--- src/logic/aodr_regs.svh ---
/*
  Register offsets, field positions and reset values of the analog output
  and digital port register bank. Included by the package and the design.
*/
`ifndef AODR_REGS_SVH
`define AODR_REGS_SVH
`define AODR_OFS_CMD1 5'h01
`define AODR_OFS_DAC0_LO 5'h04
`define AODR_OFS_DAC0_HI 5'h05
`define AODR_OFS_DAC1_LO 5'h06
`define AODR_OFS_DAC1_HI 5'h07
`define AODR_OFS_CMD2 5'h0E
`define AODR_OFS_PORT_FIRST 5'h10
`define AODR_OFS_PORT_SECOND 5'h11
`define AODR_OFS_PORT_CFG 5'h13
`define AODR_OFS_CAL_READ 5'h1D
`define AODR_CMD1_TWOS_CH0 4
`define AODR_CMD1_TWOS_CH1 5
`define AODR_CMD2_RANGE_CH0 2
`define AODR_CMD2_RANGE_CH1 3
`define AODR_CFG_MODE_SET 7
`define AODR_CFG_FIRST_IN 4
`define AODR_CFG_SECOND_IN 1
`define AODR_CFG_MODE_MASK 8'h64
`define AODR_CODE_HI_MSB 3
`define AODR_RANGE_RESET 1'h1
`define AODR_TWOS_RESET 1'h0
`define AODR_PORT_RESET 8'h00
`define AODR_CODE_RESET 12'h000
`endif

--- src/logic/aodr_register_bank.sv ---
/*
  Byte-wide host register bank of a two-channel analog output and
  two-port digital I/O board. Assumes the host bus strobes arrive
  synchronous to i_clk_sys, one cycle per access; pins are asynchronous.
*/
// Summary of operation
// - Calibration readback returns the EEPROM serial output on bit 0.
// - Each channel assembles a 12-bit code from two byte writes.
// - Outputs change only on a high-byte write, never a low-byte write alone.
// - High byte bits 3..0 are code 11..8; bits 7..4 are ignored.
// - Low-byte write stores code bits 7..0.
// - Both channels power up unipolar.
// - First port reads live lines; writes drive only when output.
// - Second port reads live lines; writes drive only when output.
// - Only plain unhandshaked port mode exists.
// - Config word bit 7 set; bit 4 first port, bit 1 second, 1 input.
// - An accepted config word (bit 7 set, bits 6, 5, 2 clear) clears both port output latches.
// - No interrupts are produced.
// - Per-channel bit selects two's complement or straight binary.
// - Per-channel bit selects unipolar when set, bipolar when clear.
`timescale 1ns/100ps
`default_nettype none
`include "aodr_regs.svh"

package aodr_pkg;
  typedef logic [4:0] aodr_addr_t;
  typedef logic [7:0] aodr_byte_t;
endpackage : aodr_pkg

module aodr_register_bank #(
  parameter int CODE_W = 12
) (
  // Clock and reset
  input wire logic i_clk_sys,
  input wire logic i_reset,
  // Host byte bus
  input wire aodr_pkg::aodr_addr_t i_addr,
  input wire logic i_wr,
  input wire logic i_rd,
  input wire aodr_pkg::aodr_byte_t i_wdata,
  output aodr_pkg::aodr_byte_t o_rdata,
  output logic o_rvalid,
  // Analog channels
  output logic [CODE_W-1:0] o_ch0_code,
  output logic [CODE_W-1:0] o_ch1_code,
  output logic o_ch0_update,
  output logic o_ch1_update,
  output logic o_twos_complement_select_ch0,
  output logic o_twos_complement_select_ch1,
  output logic o_range_select_ch0,
  output logic o_range_select_ch1,
  // EEPROM serial output pin
  input wire logic i_eeprom_serial_readback_bit,
  // Digital port pins
  input wire aodr_pkg::aodr_byte_t i_first_port_lines,
  output aodr_pkg::aodr_byte_t o_first_port_lines,
  output aodr_pkg::aodr_byte_t o_first_port_lines_oe,
  input wire aodr_pkg::aodr_byte_t i_second_port_lines,
  output aodr_pkg::aodr_byte_t o_second_port_lines,
  output aodr_pkg::aodr_byte_t o_second_port_lines_oe
);
  import aodr_pkg::*;

  // Address decode
  wire logic wr_cmd1 = i_wr && (i_addr == `AODR_OFS_CMD1);
  wire logic wr_cmd2 = i_wr && (i_addr == `AODR_OFS_CMD2);
  wire logic wr_d0lo = i_wr && (i_addr == `AODR_OFS_DAC0_LO);
  wire logic wr_d0hi = i_wr && (i_addr == `AODR_OFS_DAC0_HI);
  wire logic wr_d1lo = i_wr && (i_addr == `AODR_OFS_DAC1_LO);
  wire logic wr_d1hi = i_wr && (i_addr == `AODR_OFS_DAC1_HI);
  wire logic wr_pa = i_wr && (i_addr == `AODR_OFS_PORT_FIRST);
  wire logic wr_pb = i_wr && (i_addr == `AODR_OFS_PORT_SECOND);
  // Only mode-set words with basic-mode bits clear are accepted
  wire logic wr_cfg = i_wr && (i_addr == `AODR_OFS_PORT_CFG)
    && i_wdata[`AODR_CFG_MODE_SET] && ((i_wdata & `AODR_CFG_MODE_MASK) == 8'h00);

  // Pin synchronisers
  aodr_byte_t pa_meta_q, pa_sync_q, pb_meta_q, pb_sync_q;
  logic prom_meta_q, prom_sync_q;
  always_ff @(posedge i_clk_sys) begin
    pa_meta_q <= i_first_port_lines;
    pa_sync_q <= pa_meta_q;
    pb_meta_q <= i_second_port_lines;
    pb_sync_q <= pb_meta_q;
    prom_meta_q <= i_eeprom_serial_readback_bit;
    prom_sync_q <= prom_meta_q;
  end

  // Analog channels
  aodr_dac_channel #(.CODE_W(CODE_W)) u_ch0 (
    .i_clk_sys(i_clk_sys),
    .i_reset(i_reset),
    .i_wr_lo(wr_d0lo),
    .i_wr_hi(wr_d0hi),
    .i_wdata(i_wdata),
    .o_code(o_ch0_code),
    .o_update(o_ch0_update)
  );
  aodr_dac_channel #(.CODE_W(CODE_W)) u_ch1 (
    .i_clk_sys(i_clk_sys),
    .i_reset(i_reset),
    .i_wr_lo(wr_d1lo),
    .i_wr_hi(wr_d1hi),
    .i_wdata(i_wdata),
    .o_code(o_ch1_code),
    .o_update(o_ch1_update)
  );

  logic twos0_q, twos1_q;
  always_ff @(posedge i_clk_sys) begin
    if (i_reset) begin
      twos0_q <= `AODR_TWOS_RESET;
      twos1_q <= `AODR_TWOS_RESET;
    end else if (wr_cmd1) begin
      twos0_q <= i_wdata[`AODR_CMD1_TWOS_CH0];
      twos1_q <= i_wdata[`AODR_CMD1_TWOS_CH1];
    end
  end
  assign o_twos_complement_select_ch0 = twos0_q;
  assign o_twos_complement_select_ch1 = twos1_q;

  logic range0_q, range1_q;
  always_ff @(posedge i_clk_sys) begin
    if (i_reset) begin
      range0_q <= `AODR_RANGE_RESET;
      range1_q <= `AODR_RANGE_RESET;
    end else if (wr_cmd2) begin
      range0_q <= i_wdata[`AODR_CMD2_RANGE_CH0];
      range1_q <= i_wdata[`AODR_CMD2_RANGE_CH1];
    end
  end
  assign o_range_select_ch0 = range0_q;
  assign o_range_select_ch1 = range1_q;

  // Port direction, 1 means input; ports start as inputs so nothing drives
  logic pa_in_q, pb_in_q;
  always_ff @(posedge i_clk_sys) begin
    if (i_reset) begin
      pa_in_q <= 1'b1;
      pb_in_q <= 1'b1;
    end else if (wr_cfg) begin
      pa_in_q <= i_wdata[`AODR_CFG_FIRST_IN];
      pb_in_q <= i_wdata[`AODR_CFG_SECOND_IN];
    end
  end

  // Config clears both latches; plain latched data
  aodr_byte_t pa_q, pb_q;
  always_ff @(posedge i_clk_sys) begin
    if (i_reset || wr_cfg) begin
      pa_q <= `AODR_PORT_RESET;
      pb_q <= `AODR_PORT_RESET;
    end else begin
      if (wr_pa) pa_q <= i_wdata;
      if (wr_pb) pb_q <= i_wdata;
    end
  end

  // Drive only while configured as output
  aodr_byte_t pa_oe_q, pb_oe_q;
  always_ff @(posedge i_clk_sys) begin
    if (i_reset) begin
      pa_oe_q <= 8'h00;
      pb_oe_q <= 8'h00;
    end else begin
      pa_oe_q <= {8{~pa_in_q}};
      pb_oe_q <= {8{~pb_in_q}};
    end
  end
  assign o_first_port_lines = pa_q;
  assign o_second_port_lines = pb_q;
  assign o_first_port_lines_oe = pa_oe_q;
  assign o_second_port_lines_oe = pb_oe_q;

  // Read mux; write-only offsets read zero, no side effect
  aodr_byte_t rdata_d;
  always_comb begin
    case (i_addr)
      `AODR_OFS_PORT_FIRST: rdata_d = pa_sync_q;
      `AODR_OFS_PORT_SECOND: rdata_d = pb_sync_q;
      `AODR_OFS_CAL_READ: rdata_d = {7'h00, prom_sync_q};
      default: rdata_d = 8'h00;
    endcase
  end

  aodr_byte_t rdata_q;
  logic rvalid_q;
  always_ff @(posedge i_clk_sys) begin
    if (i_reset) begin
      rdata_q <= 8'h00;
      rvalid_q <= 1'b0;
    end else begin
      rvalid_q <= i_rd;
      if (i_rd) rdata_q <= rdata_d;
    end
  end
  assign o_rdata = rdata_q;
  assign o_rvalid = rvalid_q;
endmodule : aodr_register_bank
`default_nettype wire

--- src/logic/aodr_dac_channel.sv ---
/*
  One analog output channel: stages the low byte and loads the full code
  on a high-byte write. Assumes one-cycle write strobes on the system clock.
*/
`timescale 1ns/100ps
`default_nettype none
`include "aodr_regs.svh"

module aodr_dac_channel #(
  parameter int CODE_W = 12
) (
  // Clock and reset
  input wire logic i_clk_sys,
  input wire logic i_reset,
  // Write strobes and data
  input wire logic i_wr_lo,
  input wire logic i_wr_hi,
  input wire logic [7:0] i_wdata,
  // Loaded code and update pulse
  output logic [CODE_W-1:0] o_code,
  output logic o_update
);
  logic [7:0] lo_stage_q;
  logic [CODE_W-1:0] code_q;
  logic update_q;
  wire logic [CODE_W-1:0] code_d = {i_wdata[`AODR_CODE_HI_MSB:0], lo_stage_q};

  always_ff @(posedge i_clk_sys) begin
    if (i_reset) lo_stage_q <= 8'h00;
    else if (i_wr_lo) lo_stage_q <= i_wdata;
  end

  // Update on high byte; staged byte joins it
  always_ff @(posedge i_clk_sys) begin
    if (i_reset) begin
      code_q <= `AODR_CODE_RESET;
      update_q <= 1'b0;
    end else begin
      update_q <= i_wr_hi;
      if (i_wr_hi) code_q <= code_d;
    end
  end

  assign o_code = code_q;
  assign o_update = update_q;
endmodule : aodr_dac_channel
`default_nettype wire

--- config.mk ---
export PLATFORM = sky130hd
export DESIGN_NAME = aodr_register_bank
export DESIGN_NICKNAME = d
export VERILOG_FILES = /design/src/logic/aodr_register_bank.sv /design/src/logic/aodr_dac_channel.sv
export VERILOG_INCLUDE_DIRS = /design/src /design/src/logic
export SDC_FILE = /design/constraint.sdc
export NUM_CORES = 1
export LEC_CHECK = 0
export BUFFER_PORTS_ARGS = -buffer_cell sky130_fd_sc_hd__buf_4
export CAP_MARGIN = 10
export CORE_ASPECT_RATIO = 1.1
export CORE_MARGIN = 1.5
export CORE_UTILIZATION = 39
export CTS_CLUSTER_SIZE = 8
export DETAILED_ROUTE_END_ITERATION = 16
export GPL_TIMING_DRIVEN = 0
export MAX_ROUTING_LAYER = met4
export SLEW_MARGIN = 20
export SYNTH_ARGS = -nofsm -noshare
export SYNTH_HDL_FRONTEND = slang
export SYNTH_SLANG_ARGS = --single-unit
export TNS_END_PERCENT = 1
--- constraint.sdc ---
create_clock -name i_clk_sys -period 1.75 [get_ports i_clk_sys]
set_input_delay 0.175 -clock i_clk_sys [delete_from_list [all_inputs] [get_ports i_clk_sys]]
set_output_delay 0.175 -clock i_clk_sys [all_outputs]
set_load 0.02 [all_outputs]
-- After elaboration in Yosys (flattened, before gate mapping)
Cells that the tools add are included.
- register bits after elaboration: 109
- bits of input ports: 34
- output and inout bits: 71
- eq/ne operators: 10
- mux-type cells: 1
- bitwise gates (word level): 2
- reduce and logical (&&, ||, !) cells: 13
- operator list (kind ; count):
    $pmux W8 S3 ; 1
    $eq A5 B3 Y1 const B ; 4
    $eq A5 B5 Y1 const B ; 4
    $logic_and A1 B1 Y1 ; 11
    $logic_not A8 Y1 ; 1
    $eq A5 B1 Y1 const B ; 1
    $eq A5 B4 Y1 const B ; 1
    $not A1 Y1 ; 2
    $logic_or A1 B1 Y1 ; 1

-- Logic depth before layout (Yosys ltp)
Gate-level depths: netlist (run 1).
- depth in word-level cells: 5
- mapped depth: 6

-- By module
From an unflattened synthesis (run 1), not the netlist that was laid out.
- cells, all modules: 364
- area, all modules: 3857.4 um^2
- modules (own cells, without submodules) (module ; instances ; cells an instance ; area an instance (um^2) ; sequential area each (um^2)):
    aodr_register_bank ; 1 ; 230 ; 2361.0 ; 1341.3
    aodr_dac_channel ; 2 ; 67 ; 748.2 ; 420.4

-- Worst setup path before layout (run 1)
No wires, ideal clock.
- path type: in2reg
- start: input i_addr[0]
- end: register rdata_q[3] (netlist: o_rdata[3])
- arrival: 1085 ps
- path slack: 537 ps
- stages on the path: 5
- path buffers: 2
- cell sequence: buf_2 buf_2 mux2_2 a32oi_1 nor2_1
- longest elaborated chain between the ends: 2
- elaborated cells on any way between the ends: 4
- RTL lines (item ; RTL line ; RTL):
    start, declared ; aodr_register_bank.sv:37 ; input wire aodr_pkg::aodr_addr_t i_addr,
    $eq A5 B5 Y1 ; aodr_register_bank.sv:178 ; case (i_addr)
    $pmux W8 S3 * ; aodr_register_bank.sv:178 ;
    end signal, assigned ; aodr_register_bank.sv:194 ; if (i_rd) rdata_q <= rdata_d;
    end, declared ; aodr_register_bank.sv:186 ; aodr_byte_t rdata_q;
Mark *: on every way between the ends. The rest lies on a longest branch, timed or not.
A chain may end at the register's enable or synchronous reset.

-- Final worst setup path (run 1)
- start: register o_first_port_lines_oe[0] (netlist name)
- end: output o_first_port_lines_oe[4]
- RTL lines (item ; RTL line ; RTL):
    end, declared ; aodr_register_bank.sv:57 ; output aodr_pkg::aodr_byte_t o_first_port_lines_oe,
No word-level cell between the ends.

==> flow_summary.ini, run 1 <==
[placement]
dpl_cell_area_um2 = 4810
port_buffers = 102
gp_congestion = 0.851
dpl.cell_count = 622
dpl.hpwl_mm = 7.22

[synthesis]
ys_types = 39
synth.net_count = 434
yosys-top-cells-area = dfxtp_1, nand3_1, o21ai_0
synth_top_area_share_pct = 56.0
syn_area_per_cell_um2 = 9.74
ys_seq_area_share_pct = 56.0
ys_warn_count = 0
synthCells = 400
synth_top_area_cell = dfxtp_1
synth.cell_area_um2 = 3900
ys_ff_latch = 109

[critical_path]
cp-end-kind = primary output
crit_required_ns = 1.57
cp_max_fo = 8
cp.arrival_ns = 1.11
cp_slowest_cell = dfxtp_1
slowest_delay_ns = 0.47
crit_path_frequent_cell = buf_4
startpoint_type = flop
crit_chain = buf_4, buf_4
worstSetupPathType = reg -> out

[final_layout]
fin_cells = 655
utilization_pct = 53.0
fin_area_um2 = 5190
antenna_cells = 0
layout.nets = 564
syn2layout_area_growth_pct = 33.1
drive_gt1_share_pct = 32.7

[power]
p_sw_uw = 1090
ir_drop_uv = 480
power_frac_comb_pct = 7.8
p_int_uw = 3370
clkPwrFrac_pct = 35.1
power_density_nw_per_um2 = 858
switching_share_pct = 24.4
power.total_uw = 4450
p_leak_uw = 0.00208
seqPwrFrac_pct = 57.2

[timing]
max_freq_mhz = 780
setup_viol = 0
min_period_ns = 1.28
rsz0062_at_grt = false
tightest_slew_ns = 0.580
relSlewSlack_pct = 61.3
slew_viol_final = 0
finalHoldViolations = 0
fin_worst_skew_ns = 0.00946
tns_ns = 0
period_share_pct = 73.3

[die]
rows = 38
core_area_um2 = 9790
boundaryPins = 105
initial_utilization_pct = 39.8
die_area_um2 = 10600
die_w_um = 98.3
die_height_um = 108

[detailed_routing]
totalWireLength_mm = 10.1
wl_per_cell_um = 15.4
drc_errors = 0
num_vias = 3375
drt_iter0_markers = 135
drt_first_pass_iters = 4
drtAntennaViolNets = 0
avgViaCountPerCell = 5.15

[clock_tree]
cts-resized-gates = 0
cts-root-buf = clkbuf_8
cts_buffers = 9
clkLatencyLatePin_ns = 0.37
postCtsSetupBuffers = 0
cts.sinks = 109
cts_hold_buf = 17
cts_buffer_depth = 2
cts_max_level = 3
clk_pin_slew_ns = 0.10
cts_tree = done

[run_status]
status = complete, no violations

[global_route]
antenna_found_initial = 0
grt_max_degree = 20
grt.total_usage_pct = 19.7
grt_pass1_vias = 3192
grt_pass1_wl_mm = 16.0
grt_overflow = 0

[flow_run]
max_cap_viol_count = 0

[hold_path]
min_path_type = in -> reg
-- Yosys cell counts --
cell type,count
dfxtp_1,109
nand3_1,59
o21ai_0,58
a21oi_1,48
buf_4,18
buf_2,14
nor2_1,14
clkbuf_1,13
a21oi_2,10
a32oi_1,7
mux2_2,7
nand4_1,4
clkbuf_2,3
inv_1,3
and3b_1,2
buf_6,2
mux2i_1,2
nand2b_1,2
nand3b_1,2
nor2b_1,2
nor3_1,2
o41ai_1,2
a311oi_1,1
a31o_4,1
and2_0,1
and2b_1,1
and3_1,1
and4_1,1
and4bb_1,1
and4bb_2,1
nand2_1,1
nand4bb_1,1
nand4bb_4,1
nor4b_1,1
nor4b_2,1
o211ai_1,1
o32ai_1,1
or2_1,1
or2b_1,1
-- power groups by stage --
stage / logic (uW) / registers [uW] / clock network, uW
final: 346 / 2550 / 1560
after global routing: 375 / 2550 / 1700
after CTS: 346 / 2550 / 1600
after detailed placement: 315 / 2600 / 0
after global placement: 311 / 2600 / 0
after floorplan: 156 / 2610 / 0
-- layer usage --
layer	vias up	GRT usage, %	part of all wire, %
met5	-	-	0
met4	0	8.25	1.0
met3	8	3.90	6.0
met2	106	31.6	49
met1	1586	24.2	44
li1	1675	-	-
-- layout by cell type, fill, tap and decap left out, drive strengths merged, types with 4 or more instances in the layout --
cell type    synthesis  routed
o21ai               58      58
nor2                14      14
a32oi                7       7
mux2                 7       7
dlygate4sd3          0      17
nand4                4       4
a21oi               58      58
dfxtp              109     109
clkbuf              16      26
inv                  3       7
buf                 34     136
nand3               59      59
-- cell type report --
class / count / area [um2]
fill: 910 / 4610
sequential: 109 / 2180
multi-input combinational: 238 / 1410
timing repair buffer: 119 / 936
buffer: 50 / 292
tap: 120 / 150
clock buffer: 10 / 128
clock inverter: 6 / 76.3
inverter: 3 / 11.3
-- logic make-up after synthesis --
kind of cell    after synthesis  share of synthesized area, %
flops                       109                          56.0
simple gates                100                          14.7
mux                           9                          2.54
compound gates              129                          19.0
buf+inv                      53                          7.77
-- metrics by stage --
step	hold WS, ns	setup slack [ns]
global route	0.0241	0.402
finish	0.0316	0.468
CTS	0.0209	0.437
floorplan	0.203	0.537
global placement	0.279	0.264
detailed placement	0.281	0.242
-- worst max-delay path, delay by kind of cell (launching register included) --
kind / cells / cell delay, ns
DFF: 1 / 0.47
buffers and inverters: 2 / 0.28
-- state kept, by name, summed over array words and instances (netlist names), 8 cells and up --
register / flops
u_ch0.o_code: 12
u_ch1.o_code: 12
o_first_port_lines: 8
o_rdata: 8
o_second_port_lines: 8
pa_meta_q: 8
pa_sync_q: 8
pb_meta_q: 8
pb_sync_q: 8
u_ch0.lo_stage_q: 8
u_ch1.lo_stage_q: 8
-- final timing paths --
check	start	endpoint	slack [ns]	depth (start not counted)
max	o_first_port_lines_oe[0]	o_first_port_lines_oe[4]	0.47	2
max reg2reg	prom_sync_q	o_rdata[0]	0.73	3
min	i_rd	o_rdata[0]	0.03	2
min reg2reg	pb_meta_q[3]	pb_sync_q[3]	0.34	0
Power figures use the tool's default switching activity.
==> run 2: changes to the inputs <==
- clock period: 1.75 -> 1.1 ns (I/O delays scaled with it)
==> run 2 against run 1 <==
The run now ends with negative setup slack left. Sequential cell count unchanged. Final area is 1.8% higher. Register-to-register slack got worse by 0.64 ns. Clock power rose by 59%. Sequential share of layout area is 0.59 points lower. Highest routed layer unchanged.
==> flow_summary.ini, run 2 (synthesized netlist as in run 1, its figures left out) <==
[final_layout]
final_common_cell = dfxtp_1
fin_area_um2 = 5280
n_fill_cell = 909
drive_gt1_share_pct = 33.6
syn2layout_area_growth_pct = 35.4
seq_area_um2 = 2190
mostFrequentLayoutCells = dfxtp_1, buf_4, nand3_1, o21ai_0, a21oi_1
layout.nets = 565
fin_cells = 656
antenna_cells = 0
multi_input_area_um2 = 1420

[detailed_routing]
num_vias = 3380
drtAntennaViolNets = 0
wl_per_cell_um = 15.3
totalWireLength_mm = 10.1
drt_iter0_markers = 213
drc_errors = 0
drt_first_pass_iters = 4
avgViaCountPerCell = 5.15

[die]
boundaryPins = 105
die_area_um2 = 10600
die_height_um = 108
initial_utilization_pct = 39.8
core_area_um2 = 9790
die_w_um = 98.3
rows = 38

[timing]
finalHoldViolations = 0
setup_slack_ns = -0.00165
hold_ws_ns = 0.0258
rsz0062_at_grt = true
setup_viol = 4
tightest_slew_ns = 0.552
relSlewSlack_pct = 63.2
slew_viol_final = 0
min_period_ns = 1.10
period_share_pct = 100
fin_worst_skew_ns = 0.00719
max_freq_mhz = 908

[clock_tree]
cts_buffers = 9
clk_pin_slew_ns = 0.10
cts.sinks = 109
postCtsSetupBuffers = 0
cts_max_level = 3
cts_tree = done
cts_buffer_depth = 2
clkLatencyLatePin_ns = 0.36
cts-root-buf = clkbuf_8

[critical_path]
r2r-end = o_rdata[0]
cp-end-kind = primary output
cp.arrival_ns = 0.99
cp_max_fo = 8
worstSetupPathType = reg -> out
reg2reg_slack_ns = 0.09
timing.rr.start = prom_sync_q
crit_required_ns = 0.99
r2r_cells = 3
startpoint_type = flop

[global_route]
grt_pass1_wl_mm = 16.3
grt_max_degree = 20
antenna_found_initial = 0
grt_use_met3_pct = 3.25
grt_pass1_vias = 3274
use_met2_pct = 32.3
grt_overflow = 0
grt.total_usage_pct = 19.8
met1_usage_pct = 25.0
busiest_layer = met2

[placement]
dpl.cell_count = 622
dpl.hpwl_mm = 7.20
dpl_cell_area_um2 = 4820
gp_congestion = 0.861
port_buffers = 102

[power]
p_leak_uw = 0.00210
ir_drop_uv = 828
power_density_nw_per_um2 = 1340

[flow_run]
max_cap_viol_count = 0

[hold_path]
hold_end = o_range_select_ch1
hold-path-cell-count = 3
min_path_type = in -> reg
hp-start = i_reset

[run_status]
violations = negative setup slack
status = finished, violations left
run 2: power breakdown:
group	internal [uW]	switching, uW	total [uW]
registers	4020	22.6	4040
logic	237	323	560
clock network	1090	1390	2480
total	5350	1740	7090
run 2: worst max-delay path: stages (launching register included):
cell	delay, ns
dfxtp_4	0.38
buf_4	0.13
buf_6	0.12
run 2: layout make-up:
| type | instances | area share [%] |
|---|---|---|
| Tap cell | 120 | 2.84 |
| Sequential cell | 109 | 41.5 |
| Buffer | 50 | 5.69 |
| Inverter | 3 | 0.213 |
| Clock inverter | 7 | 1.59 |
| Clock buffer | 9 | 2.35 |
| Multi-Input combinational cell | 238 | 26.9 |
| Timing Repair Buffer | 120 | 18.9 |
run 2: routing by layer:
metal	up-vias	share of wire, %
met2	115	48
met1	1575	45
met5	-	0
li1	1678	-
met3	12	5.4
met4	0	1.7
run 2: worst max path at each step:
stage	from	end	slack [ns]
2_1_floorplan	i_addr[0]	o_rdata[3]	-0.009
3_3_place_gp	i_addr[0]	o_second_port_lines[5]	-0.29
3_5_place_dp	i_addr[0]	o_second_port_lines[5]	-0.31
4_1_cts	o_first_port_lines_oe[0]	o_first_port_lines_oe[6]	-0.02
5_1_grt	o_first_port_lines_oe[0]	o_first_port_lines_oe[2]	-0.04
6_report	o_second_port_lines_oe[0]	o_second_port_lines_oe[4]	-0.002
run 2: timing repair:
item / CTS / global route
resized for setup: 18 / 9
cloned: 0 / 0
hold buffers: 18 / 0
endpoints found under the setup margin: 16 / 24
hold endpoints to repair: 18 / 0
run 2: metrics by stage:
step	TNS (ns)	util (%)	total power, uW	setup WS [ns]
global route	-0.411	53.9	7360	-0.0381
CTS	-0.176	53.8	7130	-0.0193
floorplan	-0.0373	-	4400	-0.00933
finish	-0.00239	53.9	7090	-0.00165
detailed placement	-16.57	49.3	4640	-0.314
global placement	-15.17	49.3	4640	-0.293
==> run 3: changes to the inputs <==
- CORE_UTILIZATION: 39 -> 40
- PLACE_DENSITY: unset -> 0.66
- SYNTH_HIERARCHICAL: unset -> 1
==> run 3 against run 2 <==
The run still ends with negative setup slack left. Fmax barely moved. Clock-buffer cell count rose by 1. Utilization rose by 2.1 points. Register-to-register slack improved by 0.05 ns. Hold slack improved by 0.00077 ns. Critical path type unchanged. Largest cell class unchanged. Highest routed layer unchanged.
==> flow_summary.ini, run 3 <==
[run_status]
status = finished, violations left
violations = negative setup slack

[final_layout]
utilization_pct = 56.0
mostFrequentLayoutCells = dfxtp_1, buf_4, nor2_1, mux2i_1, buf_6
layout.nets = 529
fin_cells = 617
antenna_cells = 0
drive_gt1_share_pct = 32.8
final_common_cell = dfxtp_1
syn2layout_area_growth_pct = 35.8

[synthesis]
syn_area_per_cell_um2 = 10.6
synthAdderAreaFrac_pct = 0
yosys-top-cells-area = dfxtp_1, mux2i_1, nor2_1
synthMuxAreaShare_pct = 13.2
synth.net_count = 398
ys_warn_count = 6
synth-xor-area-share_pct = 0
ys.flop_type = dfxtp_1
ys_types = 33
synth_top_area_share_pct = 56.6
synth.cell_area_um2 = 3860
synthCells = 364
yosys.cell_count.top_type = dfxtp_1
synth_top_area_cell = dfxtp_1
synth-compound-area-share_pct = 7.65
async_flop_share_pct = 0
synth-edff-count = 0
ys_ff_latch = 109
ys_top_cells_by_count = dfxtp_1, nor2_1, mux2i_1
synth_top_family_by_area = simple AND/OR/NAND/NOR gates
synthSimpleGateAreaFrac_pct = 14.9
ys_seq_area_share_pct = 56.6

[timing]
min_period_ns = 1.10
tightest_slew_ns = 0.515
fin_worst_skew_ns = 0.0137
relSlewSlack_pct = 65.6
setup_slack_ns = -0.000843
tns_ns = -0.00133
rsz0062_at_grt = true
setup_viol = 2
hold_ws_ns = 0.0266
max_freq_mhz = 908
slew_viol_final = 0
period_share_pct = 100
finalHoldViolations = 0

[critical_path]
crit_end = o_second_port_lines_oe[1]
timing.rr.start = pb_sync_q[0]
cp-end-kind = primary output
reg2reg_slack_ns = 0.14
startpoint_type = flop
crit_required_ns = 0.99
cp-startpoint = o_second_port_lines_oe[0]
worstSetupPathType = reg -> out
r2r-end = o_rdata[0]
cp.arrival_ns = 0.99
cp_max_fo = 8
r2r_cells = 3

[die]
die_area_um2 = 10200
rows = 37
die_w_um = 96.6
initial_utilization_pct = 41.2
core_area_um2 = 9350
boundaryPins = 105
die_height_um = 106

[clock_tree]
clk_pin_slew_ns = 0.10
cts_buffers = 9
cts.sinks = 109
cts-root-buf = clkbuf_8
clkLatencyLatePin_ns = 0.37
cts_max_level = 3
cts_tree = done
cts_buffer_depth = 2

[placement]
port_buffers = 102
dpl.cell_count = 583
dpl.hpwl_mm = 6.10
gp_congestion = 0.785

[detailed_routing]
drtAntennaViolNets = 0
num_vias = 3007
drt_first_pass_iters = 4
wl_per_cell_um = 14.3
avgViaCountPerCell = 4.87
drt_iter0_markers = 90
totalWireLength_mm = 8.82
drc_errors = 0

[power]
ir_drop_uv = 958
power_density_nw_per_um2 = 1290
p_leak_uw = 0.00208
power.total_uw = 6760

[flow_run]
max_cap_viol_count = 0

[global_route]
grt_max_degree = 19
grt.total_usage_pct = 18.2
grt_pass1_vias = 2988
grt_overflow = 0
antenna_found_initial = 0
grt_pass1_wl_mm = 14.6

[hold_path]
min_path_type = in -> reg
[run 3: per-layer routing]
layer | GRT usage (%) | part of all wire, %
met5 | - | 0
met1 | 21.5 | 43
met2 | 29.8 | 49
met4 | 7.14 | 1.5
met3 | 4.60 | 6.4
[run 3: worst min-delay path by stage]
stage	start	end	depth (start not counted)
3_5_place_dp	i_first_port_lines[2]	pa_meta_q[2]	1
2_1_floorplan	i_first_port_lines[0]	pa_meta_q[0]	0
5_1_grt	i_wdata[5]	o_second_port_lines[5]	3
6_report	i_wdata[2]	o_second_port_lines[2]	3
4_1_cts	i_wdata[2]	o_second_port_lines[2]	3
3_3_place_gp	i_first_port_lines[3]	pa_meta_q[3]	1
[run 3: through the flow]
step                      area (um2)  setup slack [ns]
after floorplan                 3860            -0.231
after detailed placement        4770            -0.598
after CTS                       5250           -0.0215
after global routing            5240           -0.0470
final                           5240         -0.000843
after global placement          4770            -0.545
[run 3: power breakdown]
group	internal [uW]	total, uW	switching (uW)	leakage (uW)
Combinational	244	515	271	0.00109
Sequential	4030	4060	30.0	0.000894
Clock	846	2190	1340	0.0000886
Total	5120	6760	1640	0.00208
[run 3: area by class of cell]
class	count	area [um2]
fillers	842	4110
flip-flops and latches	109	2190
repair buffers	124	1040
clock buffers	10	128
multi-input cells	208	1400
well taps	117	146
plain buffers	33	244
inverters	10	37.5
clock inverters	6	46.3
[run 3: kinds of logic (layout without fill, tap and decap cells)]
| logic type | Yosys count | count (layout) |
|---|---|---|
| buffers and inverters | 47 | 183 |
| AO/OA/AOI/OAI | 41 | 41 |
| flip-flops | 109 | 109 |
| multiplexers | 50 | 50 |
| AND/OR/NAND/NOR | 117 | 117 |
[run 3: worst max-delay path, cell delays in order, from the launching register on]
cell     delay, ns
dfxtp_4       0.38
buf_4         0.14
buf_6         0.12
[run 3: repair_timing]
action,CTS,global route
pin swaps,1,1
gates resized for setup,28,4
buffers inserted,4,0
hold buffers,18,0
hold endpoints to repair,19,0
endpoints found under the setup margin,60,53
